[src/core/ptc_pkg.sv]
// Package of offsets, fields, reset values and types for the tick counter
package ptc_pkg;
    // Register word indices; byte address is four times the index
    localparam logic [13:0] IDX_SC1 = 14'h306A;
    localparam logic [13:0] IDX_SC2 = 14'h306B;
    localparam logic [13:0] IDX_LIM_HI = 14'h306C;
    localparam logic [13:0] IDX_LIM_LO = 14'h306D;
    localparam logic [13:0] IDX_CNT_HI = 14'h306E;
    localparam logic [13:0] IDX_CNT_LO = 14'h306F;
    // Field positions
    localparam int FLAG_BIT = 7;
    localparam int IRQ_EN_BIT = 6;
    localparam int TOG_EN_BIT = 4;
    localparam int SRC_HI = 7;
    localparam int SRC_LO = 6;
    localparam int DIV_HI = 2;
    localparam int DIV_LO = 0;
    // Source select codes and the divider off code
    localparam logic [1:0] SRC_EXT = 2'h0;
    localparam logic [1:0] SRC_LPO = 2'h1;
    localparam logic [2:0] DIV_OFF = 3'h0;
    // Reset values
    localparam logic [7:0] RST_BYTE = 8'h00;
    localparam logic [15:0] RST_WORD = 16'h0000;
    // Decimal divide ratios of the x1 source group
    localparam logic [11:0] DIV_DEC_LO = 12'h064;
    localparam logic [11:0] DIV_DEC_HI = 12'h3E8;
    // Binary ratio exponent offset of the x1 source group
    localparam int BIN_X1_SHIFT = 7;

    typedef struct packed {
        logic irq_en;
        logic tog_en;
        logic [1:0] src;
        logic [2:0] div;
    } ptc_ctrl_s;

    localparam ptc_ctrl_s CTRL_RST = '{1'b0, 1'b0, 2'h0, 3'h0};

    // Divide ratio for a nonzero divider code; zero means stopped
    function automatic logic [11:0] div_ratio(input logic [2:0] code,
                                              input logic src_lo);
        logic [11:0] r;
        r = 12'h000;
        if (code != DIV_OFF) begin
            if (!src_lo) begin
                r = 12'(12'h001 << (code - 3'h1));
            end else if (code == 3'h6) begin
                r = DIV_DEC_LO;
            end else if (code == 3'h7) begin
                r = DIV_DEC_HI;
            end else begin
                r = 12'(12'h001 << (int'(code) - 1 + BIN_X1_SHIFT));
            end
        end
        return r;
    endfunction
endpackage

[src/core/ptc_regs.sv]
// Periodic tick counter with classic Wishbone register slave
//
// Design decision made here: register access over Wishbone.
module ptc_regs #(
    parameter int ADR_W = 16,
    parameter int PRE_W = 11
) (
    input wire logic clk_i,
    input wire logic rst_i,
    input wire logic cyc_i,
    input wire logic stb_i,
    input wire logic we_i,
    input wire logic [ADR_W-1:0] adr_i,
    input wire logic [3:0] sel_i,
    input wire logic [31:0] dat_i,
    output logic [31:0] dat_o,
    output logic ack_o,
    input wire logic ext_clk_i,
    input wire logic lpo_clk_i,
    output logic irq_o,
    output logic toggle_o
);
    initial begin
        if (ADR_W < 16 || PRE_W < 11) begin
            $error("ptc_regs: ADR_W must be >= 16 and PRE_W >= 11");
        end
    end

    ptc_pkg::ptc_ctrl_s ctrl;
    logic match_flag;
    logic [15:0] limit;
    logic [15:0] limit_act;
    logic [15:0] count_value;
    logic [7:0] count_hi_hold;
    logic [PRE_W-1:0] pre_cnt;
    logic [2:0] ext_sync;
    logic [2:0] lpo_sync;

    // Bus decode; writes take effect on the edge where the master sees ack
    logic [13:0] idx;
    logic acc;
    logic wr_lane;
    logic wr_sc1;
    logic wr_sc2;
    logic wr_lim_hi;
    logic wr_lim_lo;
    logic rd_cnt_lo;
    logic sel_change;
    logic src_tick;
    logic pre_tick;
    logic ovf;
    logic [11:0] ratio;
    logic [7:0] next_rdata;

    assign idx = adr_i[15:2];
    assign acc = cyc_i && stb_i && ack_o;
    assign wr_lane = acc && we_i && sel_i[0];
    assign wr_sc1 = wr_lane && idx == ptc_pkg::IDX_SC1;
    assign wr_sc2 = wr_lane && idx == ptc_pkg::IDX_SC2;
    assign wr_lim_hi = wr_lane && idx == ptc_pkg::IDX_LIM_HI;
    assign wr_lim_lo = wr_lane && idx == ptc_pkg::IDX_LIM_LO;
    // Freeze on the edge that loads the low byte, so both halves agree
    assign rd_cnt_lo = cyc_i && stb_i && !ack_o && !we_i &&
        idx == ptc_pkg::IDX_CNT_LO;
    assign sel_change = wr_sc2 &&
        (dat_i[ptc_pkg::SRC_HI:ptc_pkg::SRC_LO] != ctrl.src ||
         dat_i[ptc_pkg::DIV_HI:ptc_pkg::DIV_LO] != ctrl.div);

    always_ff @(posedge clk_i) begin
        if (rst_i) begin
            ack_o <= 1'b0;
        end else begin
            ack_o <= cyc_i && stb_i && !ack_o;
        end
    end

    // Pins from other clocks pass two flops; third stage only for the edge
    always_ff @(posedge clk_i) begin
        if (rst_i) begin
            ext_sync <= 3'h0;
            lpo_sync <= 3'h0;
        end else begin
            ext_sync <= {ext_sync[1:0], ext_clk_i};
            lpo_sync <= {lpo_sync[1:0], lpo_clk_i};
        end
    end

    always_comb begin
        unique case (ctrl.src)
            ptc_pkg::SRC_EXT: src_tick = ext_sync[1] && !ext_sync[2];
            ptc_pkg::SRC_LPO: src_tick = lpo_sync[1] && !lpo_sync[2];
            default: src_tick = 1'b1;
        endcase
    end

    assign ratio = ptc_pkg::div_ratio(ctrl.div, ctrl.src[0]);
    assign pre_tick = ctrl.div != ptc_pkg::DIV_OFF && src_tick &&
        pre_cnt == PRE_W'(ratio - 12'h001);
    assign ovf = pre_tick && count_value == limit_act;

    always_ff @(posedge clk_i) begin
        if (rst_i) begin
            ctrl <= ptc_pkg::CTRL_RST;
        end else begin
            if (wr_sc1) begin
                ctrl.irq_en <= dat_i[ptc_pkg::IRQ_EN_BIT];
                ctrl.tog_en <= dat_i[ptc_pkg::TOG_EN_BIT];
            end
            if (wr_sc2) begin
                ctrl.src <= dat_i[ptc_pkg::SRC_HI:ptc_pkg::SRC_LO];
                ctrl.div <= dat_i[ptc_pkg::DIV_HI:ptc_pkg::DIV_LO];
            end
        end
    end

    // Prescaler; a source or divider change restarts it from zero
    always_ff @(posedge clk_i) begin
        if (rst_i || sel_change) begin
            pre_cnt <= '0;
        end else if (ctrl.div == ptc_pkg::DIV_OFF) begin
            pre_cnt <= '0;
        end else if (pre_tick) begin
            pre_cnt <= '0;
        end else if (src_tick) begin
            pre_cnt <= pre_cnt + 1'b1;
        end
    end

    always_ff @(posedge clk_i) begin
        if (rst_i || sel_change) begin
            count_value <= ptc_pkg::RST_WORD;
        end else if (ovf) begin
            count_value <= ptc_pkg::RST_WORD;
        end else if (pre_tick) begin
            count_value <= count_value + 16'h0001;
        end
    end

    always_ff @(posedge clk_i) begin
        if (rst_i) begin
            limit <= ptc_pkg::RST_WORD;
        end else begin
            if (wr_lim_hi) begin
                limit[15:8] <= dat_i[7:0];
            end
            if (wr_lim_lo) begin
                limit[7:0] <= dat_i[7:0];
            end
        end
    end

    // Shadowed limit so byte writes reach the compare only at start or at the next overflow
    always_ff @(posedge clk_i) begin
        if (rst_i) begin
            limit_act <= ptc_pkg::RST_WORD;
        end else if (wr_sc2 && dat_i[ptc_pkg::DIV_HI:ptc_pkg::DIV_LO]
                     != ptc_pkg::DIV_OFF) begin
            limit_act <= limit;
        end else if (ovf) begin
            limit_act <= limit;
        end
    end

    // Set wins over a clear in the same cycle
    always_ff @(posedge clk_i) begin
        if (rst_i) begin
            match_flag <= 1'b0;
        end else if (ovf) begin
            match_flag <= 1'b1;
        end else if (wr_sc1 && dat_i[ptc_pkg::FLAG_BIT]) begin
            match_flag <= 1'b0;
        end
    end

    always_ff @(posedge clk_i) begin
        if (rst_i) begin
            irq_o <= 1'b0;
        end else begin
            irq_o <= match_flag && ctrl.irq_en;
        end
    end

    always_ff @(posedge clk_i) begin
        if (rst_i) begin
            toggle_o <= 1'b0;
        end else if (ovf && ctrl.tog_en) begin
            toggle_o <= !toggle_o;
        end
    end

    // Low byte read freezes the high byte for a coherent pair
    always_ff @(posedge clk_i) begin
        if (rst_i) begin
            count_hi_hold <= ptc_pkg::RST_BYTE;
        end else if (rd_cnt_lo) begin
            count_hi_hold <= count_value[15:8];
        end
    end

    always_comb begin
        next_rdata = ptc_pkg::RST_BYTE;
        unique case (idx)
            ptc_pkg::IDX_SC1: begin
                next_rdata[ptc_pkg::FLAG_BIT] = match_flag;
                next_rdata[ptc_pkg::IRQ_EN_BIT] = ctrl.irq_en;
                next_rdata[ptc_pkg::TOG_EN_BIT] = ctrl.tog_en;
            end
            ptc_pkg::IDX_SC2: begin
                next_rdata[ptc_pkg::SRC_HI:ptc_pkg::SRC_LO] = ctrl.src;
                next_rdata[ptc_pkg::DIV_HI:ptc_pkg::DIV_LO] = ctrl.div;
            end
            ptc_pkg::IDX_LIM_HI: next_rdata = limit[15:8];
            ptc_pkg::IDX_LIM_LO: next_rdata = limit[7:0];
            ptc_pkg::IDX_CNT_HI: next_rdata = count_hi_hold;
            ptc_pkg::IDX_CNT_LO: next_rdata = count_value[7:0];
            default: next_rdata = ptc_pkg::RST_BYTE;
        endcase
    end

    // Unmapped addresses answer with zero, never hang the bus
    always_ff @(posedge clk_i) begin
        if (rst_i) begin
            dat_o <= 32'h00000000;
        end else if (cyc_i && stb_i && !ack_o) begin
            dat_o <= {24'h000000, next_rdata};
        end
    end

    chk_flag_set: assert property (
        @(posedge clk_i) disable iff (rst_i)
        ovf |=> match_flag)
        else $error("match flag not set after overflow");

    chk_flag_clear: assert property (
        @(posedge clk_i) disable iff (rst_i)
        wr_sc1 && dat_i[7] && !ovf |=> !match_flag)
        else $error("match flag not cleared by write of one");

    chk_flag_keep: assert property (
        @(posedge clk_i) disable iff (rst_i)
        match_flag && !(wr_sc1 && dat_i[7]) |=> match_flag)
        else $error("match flag dropped without clear");

    chk_irq_follow: assert property (
        @(posedge clk_i) disable iff (rst_i)
        irq_o == $past(match_flag && ctrl.irq_en))
        else $error("interrupt does not follow flag and enable");

    chk_irq_quiet: assert property (
        @(posedge clk_i) disable iff (rst_i)
        !ctrl.irq_en |=> !irq_o)
        else $error("interrupt raised while disabled");

    chk_irq_drop: assert property (
        @(posedge clk_i) disable iff (rst_i)
        !match_flag |=> !irq_o)
        else $error("interrupt stands without flag");

    chk_pin_toggle: assert property (
        @(posedge clk_i) disable iff (rst_i)
        ovf && ctrl.tog_en |=> toggle_o != $past(toggle_o))
        else $error("output pin did not toggle on overflow");

    chk_pin_still: assert property (
        @(posedge clk_i) disable iff (rst_i)
        !(ovf && ctrl.tog_en) |=> $stable(toggle_o))
        else $error("output pin changed without overflow");

    chk_resv_zero: assert property (
        @(posedge clk_i) disable iff (rst_i)
        ack_o && idx == ptc_pkg::IDX_SC1 && $past(idx) == idx
        |-> dat_o[5] == 1'b0 && dat_o[3:0] == 4'h0)
        else $error("reserved control bits read nonzero");

    chk_sc2_resv: assert property (
        @(posedge clk_i) disable iff (rst_i)
        ack_o && idx == ptc_pkg::IDX_SC2 && $past(idx) == idx
        |-> dat_o[5:3] == 3'h0)
        else $error("reserved select bits read nonzero");

    chk_upper_zero: assert property (
        @(posedge clk_i) disable iff (rst_i)
        ack_o |-> dat_o[31:8] == 24'h000000)
        else $error("upper read lanes not zero");

    chk_src_bus: assert property (
        @(posedge clk_i) disable iff (rst_i)
        ctrl.src[1] |-> src_tick)
        else $error("bus clock source did not tick");

    chk_sel_keep: assert property (
        @(posedge clk_i) disable iff (rst_i)
        !wr_sc2 |=> $stable(ctrl.src) && $stable(ctrl.div))
        else $error("selects changed without a write");

    chk_sel_clear: assert property (
        @(posedge clk_i) disable iff (rst_i)
        sel_change |=> count_value == 16'h0000 && pre_cnt == '0)
        else $error("select change did not clear counters");

    chk_pre_stop: assert property (
        @(posedge clk_i) disable iff (rst_i)
        ctrl.div == ptc_pkg::DIV_OFF |=> pre_cnt == '0)
        else $error("prescaler ran while stopped");

    chk_count_hold: assert property (
        @(posedge clk_i) disable iff (rst_i)
        ctrl.div == 3'h0 && !sel_change |=> $stable(count_value))
        else $error("count moved while prescaler off");

    chk_count_step: assert property (
        @(posedge clk_i) disable iff (rst_i)
        pre_tick && !ovf && !sel_change
        |=> count_value == $past(count_value) + 16'h0001)
        else $error("count did not step on prescaler tick");

    chk_count_wrap: assert property (
        @(posedge clk_i) disable iff (rst_i)
        ovf && !sel_change |=> count_value == 16'h0000)
        else $error("count not zero after match");

    chk_limit_zero: assert property (
        @(posedge clk_i) disable iff (rst_i)
        pre_tick && limit_act == 16'h0000 |=> match_flag)
        else $error("zero limit did not flag on tick");

    chk_limit_latch: assert property (
        @(posedge clk_i) disable iff (rst_i)
        !ovf && !wr_sc2 |=> $stable(limit_act))
        else $error("active limit changed early");

    chk_limit_load: assert property (
        @(posedge clk_i) disable iff (rst_i)
        ovf && !wr_sc2 |=> limit_act == $past(limit))
        else $error("active limit not loaded at overflow");

    chk_limit_write: assert property (
        @(posedge clk_i) disable iff (rst_i)
        wr_lim_lo |=> limit[7:0] == $past(dat_i[7:0]))
        else $error("limit low byte write lost");

    chk_hold_latch: assert property (
        @(posedge clk_i) disable iff (rst_i)
        rd_cnt_lo |=> count_hi_hold == $past(count_value[15:8]))
        else $error("high count byte not frozen with low read");

    chk_ack_answer: assert property (
        @(posedge clk_i) disable iff (rst_i)
        cyc_i && stb_i && !ack_o |=> ack_o)
        else $error("request not answered next cycle");

    chk_ack_pulse: assert property (
        @(posedge clk_i) disable iff (rst_i)
        ack_o |=> !ack_o)
        else $error("ack held longer than one cycle");

    cov_overflow: cover property (@(posedge clk_i) disable iff (rst_i)
        ovf && limit_act != 16'h0000);
    cov_zero_limit: cover property (@(posedge clk_i) disable iff (rst_i)
        ovf && limit_act == 16'h0000);
    cov_set_clear: cover property (@(posedge clk_i) disable iff (rst_i)
        ovf && wr_sc1 && dat_i[7]);
    cov_pin_toggle: cover property (@(posedge clk_i) disable iff (rst_i)
        ovf && ctrl.tog_en && irq_o);
endmodule // ptc_regs

[config.mk]
export PLATFORM = sky130hd
export DESIGN_NAME = ptc_regs
export DESIGN_NICKNAME = d
export VERILOG_FILES = /design/src/core/ptc_pkg.sv /design/src/core/ptc_regs.sv
export SDC_FILE = /design/constraint.sdc
export NUM_CORES = 1
export LEC_CHECK = 0
export ABC_AREA = 1
export ABC_CLOCK_PERIOD_IN_PS = 3800
export CORE_MARGIN = 5
export CORE_UTILIZATION = 47
export CTS_CLUSTER_DIAMETER = 60
export DETAILED_ROUTE_END_ITERATION = 6
export DONT_BUFFER_PORTS = 1
export SETUP_SLACK_MARGIN = 0.4
export SYNTH_ARGS = -nofsm -noshare
export SYNTH_HDL_FRONTEND = slang
export SYNTH_SLANG_ARGS = --single-unit
export TNS_END_PERCENT = 10
[constraint.sdc]
create_clock -name clk_i -period 3.8 [get_ports clk_i]
set_input_delay 0 -clock clk_i [delete_from_list [all_inputs] [get_ports clk_i]]
set_output_delay 0 -clock clk_i [all_outputs]
set_load 0.02 [all_outputs]
After elaboration in Yosys (flattened, before gate mapping)
Index checks and enable logic that the tools add are counted.
{"block": "word_totals", "register_bits": 92, "input_bits": 59, "output_inout_bits": 35, "word_cells": 88}
{"block": "classes", "add_sub_neg": 6, "eq_ne": 13, "n_shift": 2, "mux": 14, "reduce_logical": 36}
{"cell": "$eq 14x14->1 const B", "n": 6}
{"cell": "$mux 11", "n": 4}
{"cell": "$mux 16", "n": 2}
{"cell": "$shl 1x32->11 const A", "n": 1}
{"cell": "$logic_and 1x1->1", "n": 21}
{"cell": "$add 16x1->16 const B", "n": 1}
{"cell": "$eq 16x16->1", "n": 1}
{"cell": "$pmux 3 s5", "n": 1}
{"cell": "$pmux 2 s6", "n": 1}
{"cell": "$add 11x1->11 const B", "n": 1}
{"cell": "$eq 11x11->1", "n": 1}
{"cell": "$shl 1x3->11 const A", "n": 1}
{"cell": "$sub 11x1->11 const B", "n": 1}
{"cell": "$pmux 1 s4", "n": 2}
{"cell": "$eq 3x3->1 const B", "n": 2}
{"cell": "$reduce_bool 3->1", "n": 2}
{"cell": "$add 4x4->5 const B", "n": 1}
{"cell": "$logic_not 1->1", "n": 5}
{"cell": "$pmux 1 s5", "n": 1}
{"cell": "$reduce_bool 2->1", "n": 2}
{"cell": "$sub 3x1->4 const B", "n": 1}
{"cell": "$logic_not 3->1", "n": 1}
{"cell": "$ne 3x3->1", "n": 1}
{"cell": "$reduce_or 3->1", "n": 1}
{"cell": "8 further kinds", "n": 10}

Logic depth before layout (Yosys ltp)
Gate-level depths: netlist of run 1.
{"block": "depth", "depth_word": 13, "ltp_mapped": 23, "depth_no_buf": 22}

Worst setup path before layout of run 1
Ideal clock, no wire load.
{"block": "synth_path", "path_kind": "flip-flop to flip-flop", "startpoint": "reg ctrl[2] (netlist bit)", "endpoint": "reg pre_cnt[0]", "setup_time_ps": 120, "arrival_time_ps": 2887, "t_required_ps": 3680, "slack_ps": 792, "stages_incl_launch_ff": 23, "path_buffers": 2, "period_less_slack_ps": 3008, "path_cell_list": "dfxtp_1 -> buf_4 -> inv_4 -> ha_1 -> nand3_1 -> nor2_1 -> nand2_1 -> nand2_2 -> inv_1 -> ha_1 -> xor2_1 -> nand2_2 -> nor2_4 -> nand3_2 -> nor2_2 -> nand3_1 -> nor2_2 -> nand2_1 -> nor2_4 -> nand2_1 -> nand3_1 -> buf_2 -> a21oi_1"}
{"block": "synth_between", "elab_chain_cells": 11, "elab_cells_between_ends": 22, "cone_classes": "add/sub: 4; eq/ne: 4; shift: 2; mux: 4; reduce/logical: 8"}
{"item": "start: declaration", "line": "ptc_regs.sv:29", "source": "ptc_pkg::ptc_ctrl_s ctrl;"}
{"item": "start signal: assignment", "line": "ptc_regs.sv:103", "source": "ctrl <= ptc_pkg::CTRL_RST;"}
{"item": "$sub 3x1->4", "line": "ptc_pkg.sv:53", "source": "r = 12'(12'h001 << (int'(code) - 1 + BIN_X1_SHIFT));"}
{"item": "$add 4x4->5", "line": "ptc_pkg.sv:53"}
{"item": "$shl 1x32->11", "line": "ptc_pkg.sv:53"}
{"item": "$mux 11", "line": "ptc_pkg.sv:50", "source": "end else if (code == 3'h7) begin"}
{"item": "$mux 11", "line": "ptc_pkg.sv:48", "source": "end else if (code == 3'h6) begin"}
{"item": "$mux 11", "line": "ptc_pkg.sv:46", "source": "if (!src_lo) begin"}
{"item": "$mux 11", "line": "ptc_pkg.sv:45", "source": "if (code != DIV_OFF) begin"}
{"item": "$sub 11x1->11", "line": "ptc_regs.sv:98", "source": "pre_cnt == PRE_W'(ratio - 12'h001);"}
{"item": "$eq 11x11->1", "line": "ptc_regs.sv:98"}
{"item": "$logic_and 1x1->1", "line": "ptc_regs.sv:97", "source": "assign pre_tick = ctrl.div != ptc_pkg::DIV_OFF && src_tick &&"}
{"item": "$reduce_or 3->1 (no line) (*)"}
{"item": "end signal: assignment", "line": "ptc_regs.sv:125", "source": "pre_cnt <= pre_cnt + 1'b1;"}
{"item": "end: declaration", "line": "ptc_regs.sv:35", "source": "logic [PRE_W-1:0] pre_cnt;"}
Mark *: on every way between the ends. The rest lies on a longest branch, timed or not.
A chain may end at the register's enable or synchronous reset.

Worst setup path after layout of run 1
{"block": "layout_path", "startpoint": "reg ctrl[2] (netlist bit)", "endpoint": "reg limit_act[0]"}
{"block": "layout_between", "elab_chain_cells": 12, "elab_cells_between_ends": 18, "cone_classes": "add/sub: 4; eq/ne: 3; shift: 2; mux: 4; reduce/logical: 5"}
{"item": "$sub 3x1->4", "line": "ptc_pkg.sv:53"}
{"item": "$add 4x4->5", "line": "ptc_pkg.sv:53"}
{"item": "$shl 1x32->11", "line": "ptc_pkg.sv:53"}
{"item": "$mux 11", "line": "ptc_pkg.sv:50"}
{"item": "$mux 11", "line": "ptc_pkg.sv:48"}
{"item": "$mux 11", "line": "ptc_pkg.sv:46"}
{"item": "$mux 11", "line": "ptc_pkg.sv:45"}
{"item": "$sub 11x1->11", "line": "ptc_regs.sv:98"}
{"item": "$eq 11x11->1", "line": "ptc_regs.sv:98"}
{"item": "$logic_and 1x1->1 (*)", "line": "ptc_regs.sv:97"}
{"item": "$logic_and 1x1->1 (*)", "line": "ptc_regs.sv:99", "source": "assign ovf = pre_tick && count_value == limit_act;"}
{"item": "$reduce_bool 2->1 (no line) (*)"}
{"item": "end signal: assignment", "line": "ptc_regs.sv:155", "source": "limit_act <= ptc_pkg::RST_WORD;"}
{"item": "end signal: assignment", "line": "ptc_regs.sv:158", "source": "limit_act <= limit;"}
{"item": "end signal: assignment", "line": "ptc_regs.sv:160", "source": "limit_act <= limit;"}
{"item": "end: declaration", "line": "ptc_regs.sv:32", "source": "logic [15:0] limit_act;"}
Marks and branches as above.

==> qor.txt, run 1 <==
status: complete, no violations
Clock Latency Late Sink: 0.36 ns
vias: 5357
hold path depth: 6
CTS H-tree depth: 3
die area: 14600 um^2
DR vias/cell: 5.16
CTS tree: done
Root Buffer: clkbuf_16
worst path bufs/invs: 3
CP endpoint kind: flop
Post-synth ARST share: 0%
drt first pass iters: 4
GRT Overall Usage: 22.4%
peak supply drop: 262 uV
Initial Util: 48.0%
Site Rows: 40
RSZ-0062 raised after global routing: false
chip width: 121 um
Fin. Hold Viols: 0
most frequent cells in the layout: 148 x nand2_1, 125 x inv_1, 91 x dfxtp_1
RD Place Congestion: 0.868
Max Clk Rate: 0.318 GHz
max_cap viols: 0
slowest cell on the critical path: dfxtp_2
share of cells above drive strength 1: 11.7%
Cell Area, Synth: 5790 um^2
antenna viol nets, final: 0
Max Slew Vio Count: 0
sequential area share after synthesis: 31.8%
Worst EP required: 4.04 ns
CP Data Arrival Time: 3.39 ns
CP Class: flop to flop
placed inst area: 5840 um^2
r2r setup slk: 0.65 ns
predominant post-synthesis flop cell: dfxtp_1
most common cell after layout, fill and taps aside: nand2_1
Worst Hold Endpoint: dat_o[0]
first-pass GRT wire length: 25900 um
Reg2Reg Launch Point: ctrl[2]
largest net degree at the start of global routing: 54
nets: 930
I/O Buffers: 0
Avg Cell Area, Syn: 6.81 um^2
clock-pin slew on the worst setup and hold paths: 0.07 ns
Final Worst Setup Slack: 0.651 ns
CP Max Fanout: 17
Setup Skew: 0.0105 ns
worst hold-check path type: primary input to flop
Slew headroom: 47.3%
Post-synth EDFFs: 0
hpwl dp: 11900 um
Tmin final: 3.15 ns
TritonCTS Buffers: 9
Sink Count: 92
initial DRC count: 403
Longest Clk Path Bufs: 2
Final Cell Area: 6360 um^2
aggregate global routing overflow: 0
number of global-route vias before repair: 5052
ant diodes: 0
CP Cell Sequence: inv_4 > ha_1 > nand3_1 > nor2_1 > nand2_1 > nand2_2 > inv_1 > ha_1 > xor2_2 > nand2_2 > nor2_4 > nand4_1 > nand3b_1 > nor2_4 > nand3_4 > buf_12 > a21oi_1 > nor2_1
final core occ: 52.7%
Wirelength per Cell: 15.1 um
leakage power total: 2.58 nW
FILL cells: 1230
Synth Register Bits: 92
Core Region: 12100 um^2
Mapped Cells: 851
dpl ws: 0.364 ns
YS warnings: 0
Worst Max-Slew Pin Slew: 0.787 ns
r2r worst-path depth: 18
Tcrit/Tclk final: 82.9%
CP max stage delay: 0.35 ns
antenna violations before repair: 0
Cell variety after synth: 47
DRC violation count after routing: 0
TNS Setup: 0 ns
Hold Path Origin: adr_i[5]
Die Ht: 121 um
Finished Layout Cells: 1038
WL final: 15700 um
Final setup viols: 0
Area Growth Syn to Fin: 9.78%
DP Cell Count: 1004
CP Launch Type: flop
Boundary Pins: 94
crit-path leading delay family: simple AND/OR/NAND/NOR gates
Cell Pwr Density: 311 nW/um^2
reg2reg end: limit_act[0]
timing repair:
item / 4_1_cts / 5_1_grt
gates resized for setup: 0 / 5
hold endpoints to repair: 35 / 0
pin swaps: 1 / 0
buffers inserted: 1 / 1
hold buffers: 16 / 0
setup endpoints to repair: 16 / 35
layer usage:
metal / vias to the layer above / wire [um] / GRT usage, %
li1: 2752 / - / -
met1: 2421 / 7270 / 30.4
met2: 163 / 7080 / 35.4
met3: 21 / 1060 / 5.41
met4: 0 / 272 / 6.16
met5: - / 0 / 0
metrics by stage:
stage	power (mW)	hold slack, ns
3_3_place_gp	1.07	0.0725
3_5_place_dp	1.07	0.0746
5_1_grt	2.06	0.0958
6_report	1.98	0.0361
4_1_cts	2.00	0.0201
2_1_floorplan	1.08	0.0691
cell type report:
type	count	area, um^2	area share, %
clock buffers	10	239	3.76
well taps	168	210	3.31
inverters	138	524	8.24
flip-flops and latches	92	1840	29.0
repair buffers	26	264	4.15
multi-input cells	598	3220	50.6
clock inverters	6	60.1	0.944
worst reg2reg max path, delay by kind of cell (launching register included):
| family | cells | cell delay (ns) |
|---|---|---|
| AOI/OAI and AO/OA | 1 | 0.19 |
| xor gates and xnor gates | 1 | 0.18 |
| adders and majority gates | 2 | 0.66 |
| buffers and inverters | 3 | 0.31 |
| DFF | 1 | 0.35 |
| and+or+nand+nor | 11 | 1.36 |
cell families after synthesis:
family / share of synthesized area, %
muxes: 0.173
adders and majority gates: 1.30
DFF: 31.8
buffers and inverters: 14.5
other: 0.0647
and+or+nand+nor: 34.0
AOI/OAI and AO/OA: 14.0
xor gates and xnor gates: 4.08
synthesized netlist by cell type (4+ instances only):
cell      instances  area [um^2]
inv_2            10         37.5
buf_4            25          188
o21ai_0          45          225
clkbuf_1         10         37.5
nor4_1            5         31.3
nand2_2          13         81.3
nand3b_1          5         37.5
o22ai_1          16          100
xnor2_1          14          123
ha_1              6         75.1
xor2_1           13          114
buf_2             5         25.0
inv_1           125          469
a21oi_2          10         87.6
buf_6             6         67.6
nor2_2            5         31.3
o211ai_1          4         30.0
nor2_4            6         67.6
nor2_1           83          312
nand3_2          12          120
dfxtp_1          92         1840
nor3_1           20          100
nand3_1          62          310
nand2_1         149          559
nand4_1          23          144
a21oi_1          55          275
report_power, final:
part           internal [mW]  switching [mW]  leakage, nW
logic                 0.0247          0.0615         1.69
registers              0.970         0.00958        0.743
clock network          0.482           0.433        0.149
total                   1.48           0.504         2.58
state kept, by name, summed over array words and instances (netlist names), 3 cells and up:
signal,count
pre_cnt,11
ext_sync,3
ctrl,7
limit_act,16
count_hi_hold,8
dat_o,8
limit,16
count_value,16
lpo_sync,3
worst max path at each step:
stage / from / cells after the start / end / slack (ns)
2_1_floorplan: ctrl[2] / 22 / pre_cnt[0] / 0.79
3_5_place_dp: ctrl[2] / 22 / count_value[7] / 0.36
3_3_place_gp: ctrl[2] / 22 / count_value[11] / 0.43
5_1_grt: ctrl[0] / 20 / limit_act[7] / 0.40
4_1_cts: ctrl[2] / 17 / limit_act[0] / 0.44
6_report: ctrl[2] / 18 / limit_act[0] / 0.65
No activity file was read; power rests on OpenSTA's default activity.
==> run 2: changes to the inputs <==
--- a/config.mk
+++ b/config.mk
@@ -6,7 +6,7 @@
 export NUM_CORES = 1
 export LEC_CHECK = 0
 export ABC_AREA = 1
-export ABC_CLOCK_PERIOD_IN_PS = 3800
+export ABC_CLOCK_PERIOD_IN_PS = 3100
 export CORE_MARGIN = 5
 export CORE_UTILIZATION = 47
 export CTS_CLUSTER_DIAMETER = 60
==> constraint.sdc (replaced) <==
create_clock -name clk_i -period 3.1 [get_ports clk_i]
set_input_delay 0 -clock clk_i [delete_from_list [all_inputs] [get_ports clk_i]]
set_output_delay 0 -clock clk_i [all_outputs]
set_load 0.02 [all_outputs]
==> run 2 against run 1 <==
  * Global-route usage increased by 0.29 points
  * Worst setup slack got worse by 0.50 ns
  * Wire length increased by 3.5%
  * Maximum frequency increased by 6.8%
  * Via count increased by 2.7%
  * Cell count increased by 2.0%
  * Clock skew increased by 0.00055 ns
  * Largest power group unchanged
==> qor.txt, run 2 (synthesized netlist as in run 1, its figures left out) <==
stages on the worst setup path: 22
Sink Count: 92
GR met2 Demand/Resource: 35.0%
share of cells above drive strength 1: 17.2%
Boundary Pins: 94
first-pass GRT wire length: 26200 um
hpwl dp: 12200 um
worst hold-check path type: primary input to flop
Max Slew Vio Count: 0
CP Cell Sequence: inv_8 > ha_4 > nand2_2 > nor2_2 > nand2_1 > nand2_1 > nand2_2 > ha_4 > xor2_2 > nand2_2 > nor2_4 > nand3_2 > nor2_2 > nand3_2 > nor2_4 > nand2_2 > nor2_4 > nand3_4 > buf_12 > nand3_2 > nand2_1 > nor2_1
DR vias/cell: 5.20
hold path depth: 6
cell mode on critical path: nand2_2
top flop regs: count_value (16), limit (16), limit_act (16)
max_cap viols: 0
Tmin final: 2.95 ns
Worst Max-Slew Pin Slew: 0.920 ns
chip width: 121 um
Fin. Hold Viols: 0
worst path bufs/invs: 2
Root Buffer: clkbuf_16
nets: 951
CP Max Fanout: 8
DRC violation count after routing: 0
number of global-route vias before repair: 5168
Tcrit/Tclk final: 95.1%
r2r worst-path depth: 22
met3 Track Usage GR: 4.66%
CTS H-tree depth: 3
Slew headroom: 38.6%
M1 GR Usage: 30.8%
final core occ: 55.7%
most frequent cells in the layout: 141 x nand2_1, 123 x inv_1, 89 x dfxtp_1
Core Region: 12100 um^2
CP Class: flop to flop
vias: 5503
antenna viol nets, final: 0
leakage power total: 2.75 nW
I/O Buffers: 0
slowest cell on the critical path: dfxtp_4
clock-pin slew on the worst setup and hold paths: 0.07 ns
WL final: 16200 um
largest net degree at the start of global routing: 37
Die Ht: 121 um
status: complete, no violations
CP Data Arrival Time: 3.24 ns
drt first pass iters: 5
peak supply drop: 371 uV
placed inst area: 5970 um^2
dpl ws: 0.0799 ns
GRT Overall Usage: 22.6%
Longest Clk Path Bufs: 2
Final Cell Area: 6720 um^2
Clock Latency Late Sink: 0.35 ns
CP max stage delay: 0.38 ns
Initial Util: 48.0%
Max Clk Rate: 0.339 GHz
Site Rows: 40
Final Worst Setup Slack: 0.152 ns
CP Launch Type: flop
Wirelength per Cell: 15.3 um
TritonCTS Buffers: 9
die area: 14600 um^2
crit-path leading delay family: simple AND/OR/NAND/NOR gates
Cell Pwr Density: 370 nW/um^2
grt peak-use layer: met2
total power: 2.48 mW
Worst EP required: 3.39 ns
Setup Skew: 0.0110 ns
most common cell after layout, fill and taps aside: nand2_1
TNS Setup: 0 ns
RSZ-0062 raised after global routing: true
Final setup viols: 0
antenna violations before repair: 0
CP endpoint kind: flop
initial DRC count: 384
CTS tree: done
ant diodes: 0
RD Place Congestion: 0.904
aggregate global routing overflow: 0
Area Growth Syn to Fin: 16.0%
## run 2: final timing paths
kind,slack [ns],from,to
worst max-delay path,0.15,ctrl[2],limit_act[1]
worst min-delay path,0.04,adr_i[5],dat_o[0]
worst max register to register,0.15,ctrl[2],limit_act[1]
worst min register to register,0.41,lpo_sync[0],lpo_sync[1]
## run 2: area by class of cell
cell class	instances	area [um^2]
well taps	168	210
inverters	138	537
clock inverters	7	92.6
clock buffers	9	225
multi-input cells	598	3370
fillers	1179	5340
repair buffers	47	432
flip-flops and latches	92	1850
## run 2: repair_timing
action	CTS	global route
pin swaps	9	29
setup buffers	10	2
hold buffers	17	0
setup endpoints to repair	45	45
hold endpoints to repair	35	0
resized for setup	14	27
cloned	1	0
## run 2: metrics by stage
| stage | std cells | hold slack (ns) |
|---|---|---|
| 6_report | 1059 | 0.0406 |
| 3_3_place_gp | 1013 | 0.0715 |
| 2_1_floorplan | 874 | 0.0691 |
| 4_1_cts | 1057 | 0.0280 |
| 3_5_place_dp | 1013 | 0.0742 |
| 5_1_grt | 1059 | 0.0693 |
## run 2: layer usage
metal	part of all wire [%]	vias up
met5	0	-
met1	46	2489
li1	-	2790
met2	43	187
met4	3.1	0
met3	7.5	37
## run 2: report_power, final
group / leakage [nW] / switching [mW] / internal [mW]
clock: 0.149 / 0.528 / 0.647
combinational: 1.86 / 0.0769 / 0.0332
sequential: 0.745 / 0.0117 / 1.19
## run 2: tightest hold or removal path, delay by kind of cell
family                 cells  cell delay (ns)
and+or+nand+nor            3             0.17
buffers and inverters      2             0.09
AOI/OAI and AO/OA          1             0.07
==> run 3: changes to the inputs <==
--- a/config.mk
+++ b/config.mk
@@ -12,7 +12,7 @@
 export CTS_CLUSTER_DIAMETER = 60
 export DETAILED_ROUTE_END_ITERATION = 6
 export DONT_BUFFER_PORTS = 1
-export SETUP_SLACK_MARGIN = 0.4
+export SETUP_SLACK_MARGIN = 0.2
 export SYNTH_ARGS = -nofsm -noshare
 export SYNTH_HDL_FRONTEND = slang
 export SYNTH_SLANG_ARGS = --single-unit
==> run 3 against run 2 <==
  * Critical endpoint is now limit_act[3]
  * Worst setup slack gained 0.078 ns
  * Largest cell class unchanged
  * Final area down 2.3%
  * Non-clock buffer count shrank 8
  * Clock skew rose by 0.0011 ns
==> qor.txt, run 3 (synthesized netlist as in run 1, its figures left out) <==
status: complete, no violations
Max Clk Rate: 0.348 GHz
Initial Util: 48.0%
CP endpoint kind: flop
RSZ-0062 raised after global routing: true
CP Cell Sequence: inv_6 > ha_4 > nand3_2 > nor2_1 > nand2_1 > nand2_2 > inv_2 > ha_4 > xor2_2 > nand2_2 > nor2_4 > nand4_1 > nand3b_1 > nor2_4 > nand3_4 > a21oi_2 > nor2_1
CP max stage delay: 0.37 ns
largest net degree at the start of global routing: 36
number of global-route vias before repair: 5148
first-pass GRT wire length: 26100 um
Site Rows: 40
Int Power: 1.78 mW
DRC violation count after routing: 0
Die Ht: 121 um
CTS tree: done
Core Region: 12100 um^2
clock-pin slew on the worst setup and hold paths: 0.07 ns
CP Class: flop to flop
Root Buffer: clkbuf_16
vias: 5410
FILL cells: 1207
DR vias/cell: 5.15
ant diodes: 0
top flop regs: count_value (16), limit (16), limit_act (16)
CP Max Fanout: 17
die area: 14600 um^2
Area Growth Syn to Fin: 13.2%
GRT Overall Usage: 22.6%
Net Sw Frac: 25.9%
Worst Max-Slew Pin Slew: 0.924 ns
Max Slew Vio Count: 0
chip width: 121 um
Final setup viols: 0
worst hold-check path type: primary input to flop
crit-path leading delay family: simple AND/OR/NAND/NOR gates
CP Launch Type: flop
Slew headroom: 38.3%
Clk pwr share: 45.7%
Worst EP required: 3.35 ns
most common cell after layout, fill and taps aside: nand2_1
RD Place Congestion: 0.909
Fin. Hold Viols: 0
Clock Latency Late Sink: 0.36 ns
drt first pass iters: 5
WL final: 16200 um
sequential cell area: 1850 um^2
hpwl dp: 12100 um
Sink Count: 92
worst path bufs/invs: 2
most frequent cells in the layout: 142 x nand2_1, 124 x inv_1, 89 x dfxtp_1
Cell Pwr Density: 367 nW/um^2
TritonCTS Buffers: 9
Boundary Pins: 94
Wirelength per Cell: 15.4 um
Longest Clk Path Bufs: 2
nets: 943
aggregate global routing overflow: 0
leakage power total: 2.69 nW
Setup Skew: 0.0121 ns
CP Data Arrival Time: 3.12 ns
peak supply drop: 364 uV
final core occ: 54.4%
I/O Buffers: 0
combinational share of power: 4.5%
part of the power in registers: 49.9%
TNS Setup: 0 ns
initial DRC count: 350
max_cap viols: 0
CTS H-tree depth: 3
Tcrit/Tclk final: 92.6%
Tmin final: 2.87 ns
P_sw: 622 uW
share of cells above drive strength 1: 14.9%
antenna viol nets, final: 0
slowest cell on the critical path: dfxtp_4
Multi-input gate area: 3300 um^2
antenna violations before repair: 1
## run 3: changes by cell type in the layout (fill, tap and decap cells not counted), sizes merged
cell and delta:
buf -7, dlygate4sd3 -1, clkinv +2, clkinvlp -1
bufinv -1
## run 3: worst paths after layout
check	startpoint	depth (start not counted)	endpoint	slack, ns
setup / recovery	ctrl[2]	17	limit_act[3]	0.23
hold / removal	adr_i[5]	6	dat_o[0]	0.04
setup reg to reg	ctrl[2]	17	limit_act[3]	0.23
hold reg to reg	lpo_sync[0]	2	lpo_sync[1]	0.41
## run 3: routing by layer
layer	global-route usage, %	up-vias	wire, um
met4	9.21	2	384
met2	35.1	175	7040
li1	-	2779	-
met3	4.76	22	1180
met5	0	-	8
met1	30.5	2432	7540
## run 3: cell type report
class,instances,share of cell area (%)
clock inverter,7,1.05
sequential,92,28.2
multi-input combinational,598,50.3
tap,168,3.20
inverter,138,8.07
clock buffer,9,3.43
timing repair buffer,39,5.76
## run 3: worst register-to-register path: stages (launching register included)
cell      delay [ns]
dfxtp_4         0.37
inv_6           0.04
ha_4            0.28
nand3_2         0.08
nor2_1          0.09
nand2_1         0.09
nand2_2         0.09
inv_2           0.05
ha_4            0.27
xor2_2          0.16
nand2_2         0.08
nor2_4          0.09
nand4_1         0.13
nand3b_1        0.22
nor2_4          0.14
nand3_4         0.25
a21oi_2         0.27
nor2_1          0.05
## run 3: metrics by stage
stage / instance area, um^2 / total power [mW] / setup WS, ns / instances / hold slack, ns
after floorplan: 5910 / 1.32 / 0.186 / 874 / 0.0691
after detailed placement: 5960 / 1.31 / 0.0717 / 1013 / 0.0743
after CTS: 6500 / 2.43 / 0.192 / 1048 / 0.0257
after global routing: 6560 / 2.50 / 0.00549 / 1051 / 0.101
after global placement: 5960 / 1.31 / 0.0919 / 1013 / 0.0722
final: 6560 / 2.41 / 0.229 / 1051 / 0.0443
## run 3: power groups by stage
stage | registers [mW] | logic [mW] | clock network (mW)
after floorplan | 1.23 | 0.0960 | 0
after global placement | 1.23 | 0.0822 | 0
after detailed placement | 1.23 | 0.0839 | 0
after CTS | 1.20 | 0.106 | 1.12
after global routing | 1.20 | 0.119 | 1.18
final | 1.20 | 0.107 | 1.10
## run 3: repair_timing
| action | 4_1_cts | 5_1_grt |
|---|---|---|
| hold buffers | 16 | 0 |
| setup buffers | 2 | 3 |
| endpoints found under the hold margin | 37 | 0 |
| pin swaps | 5 | 0 |
| resized for setup | 10 | 14 |
| gates cloned | 1 | 0 |
| endpoints found under the setup margin | 44 | 45 |
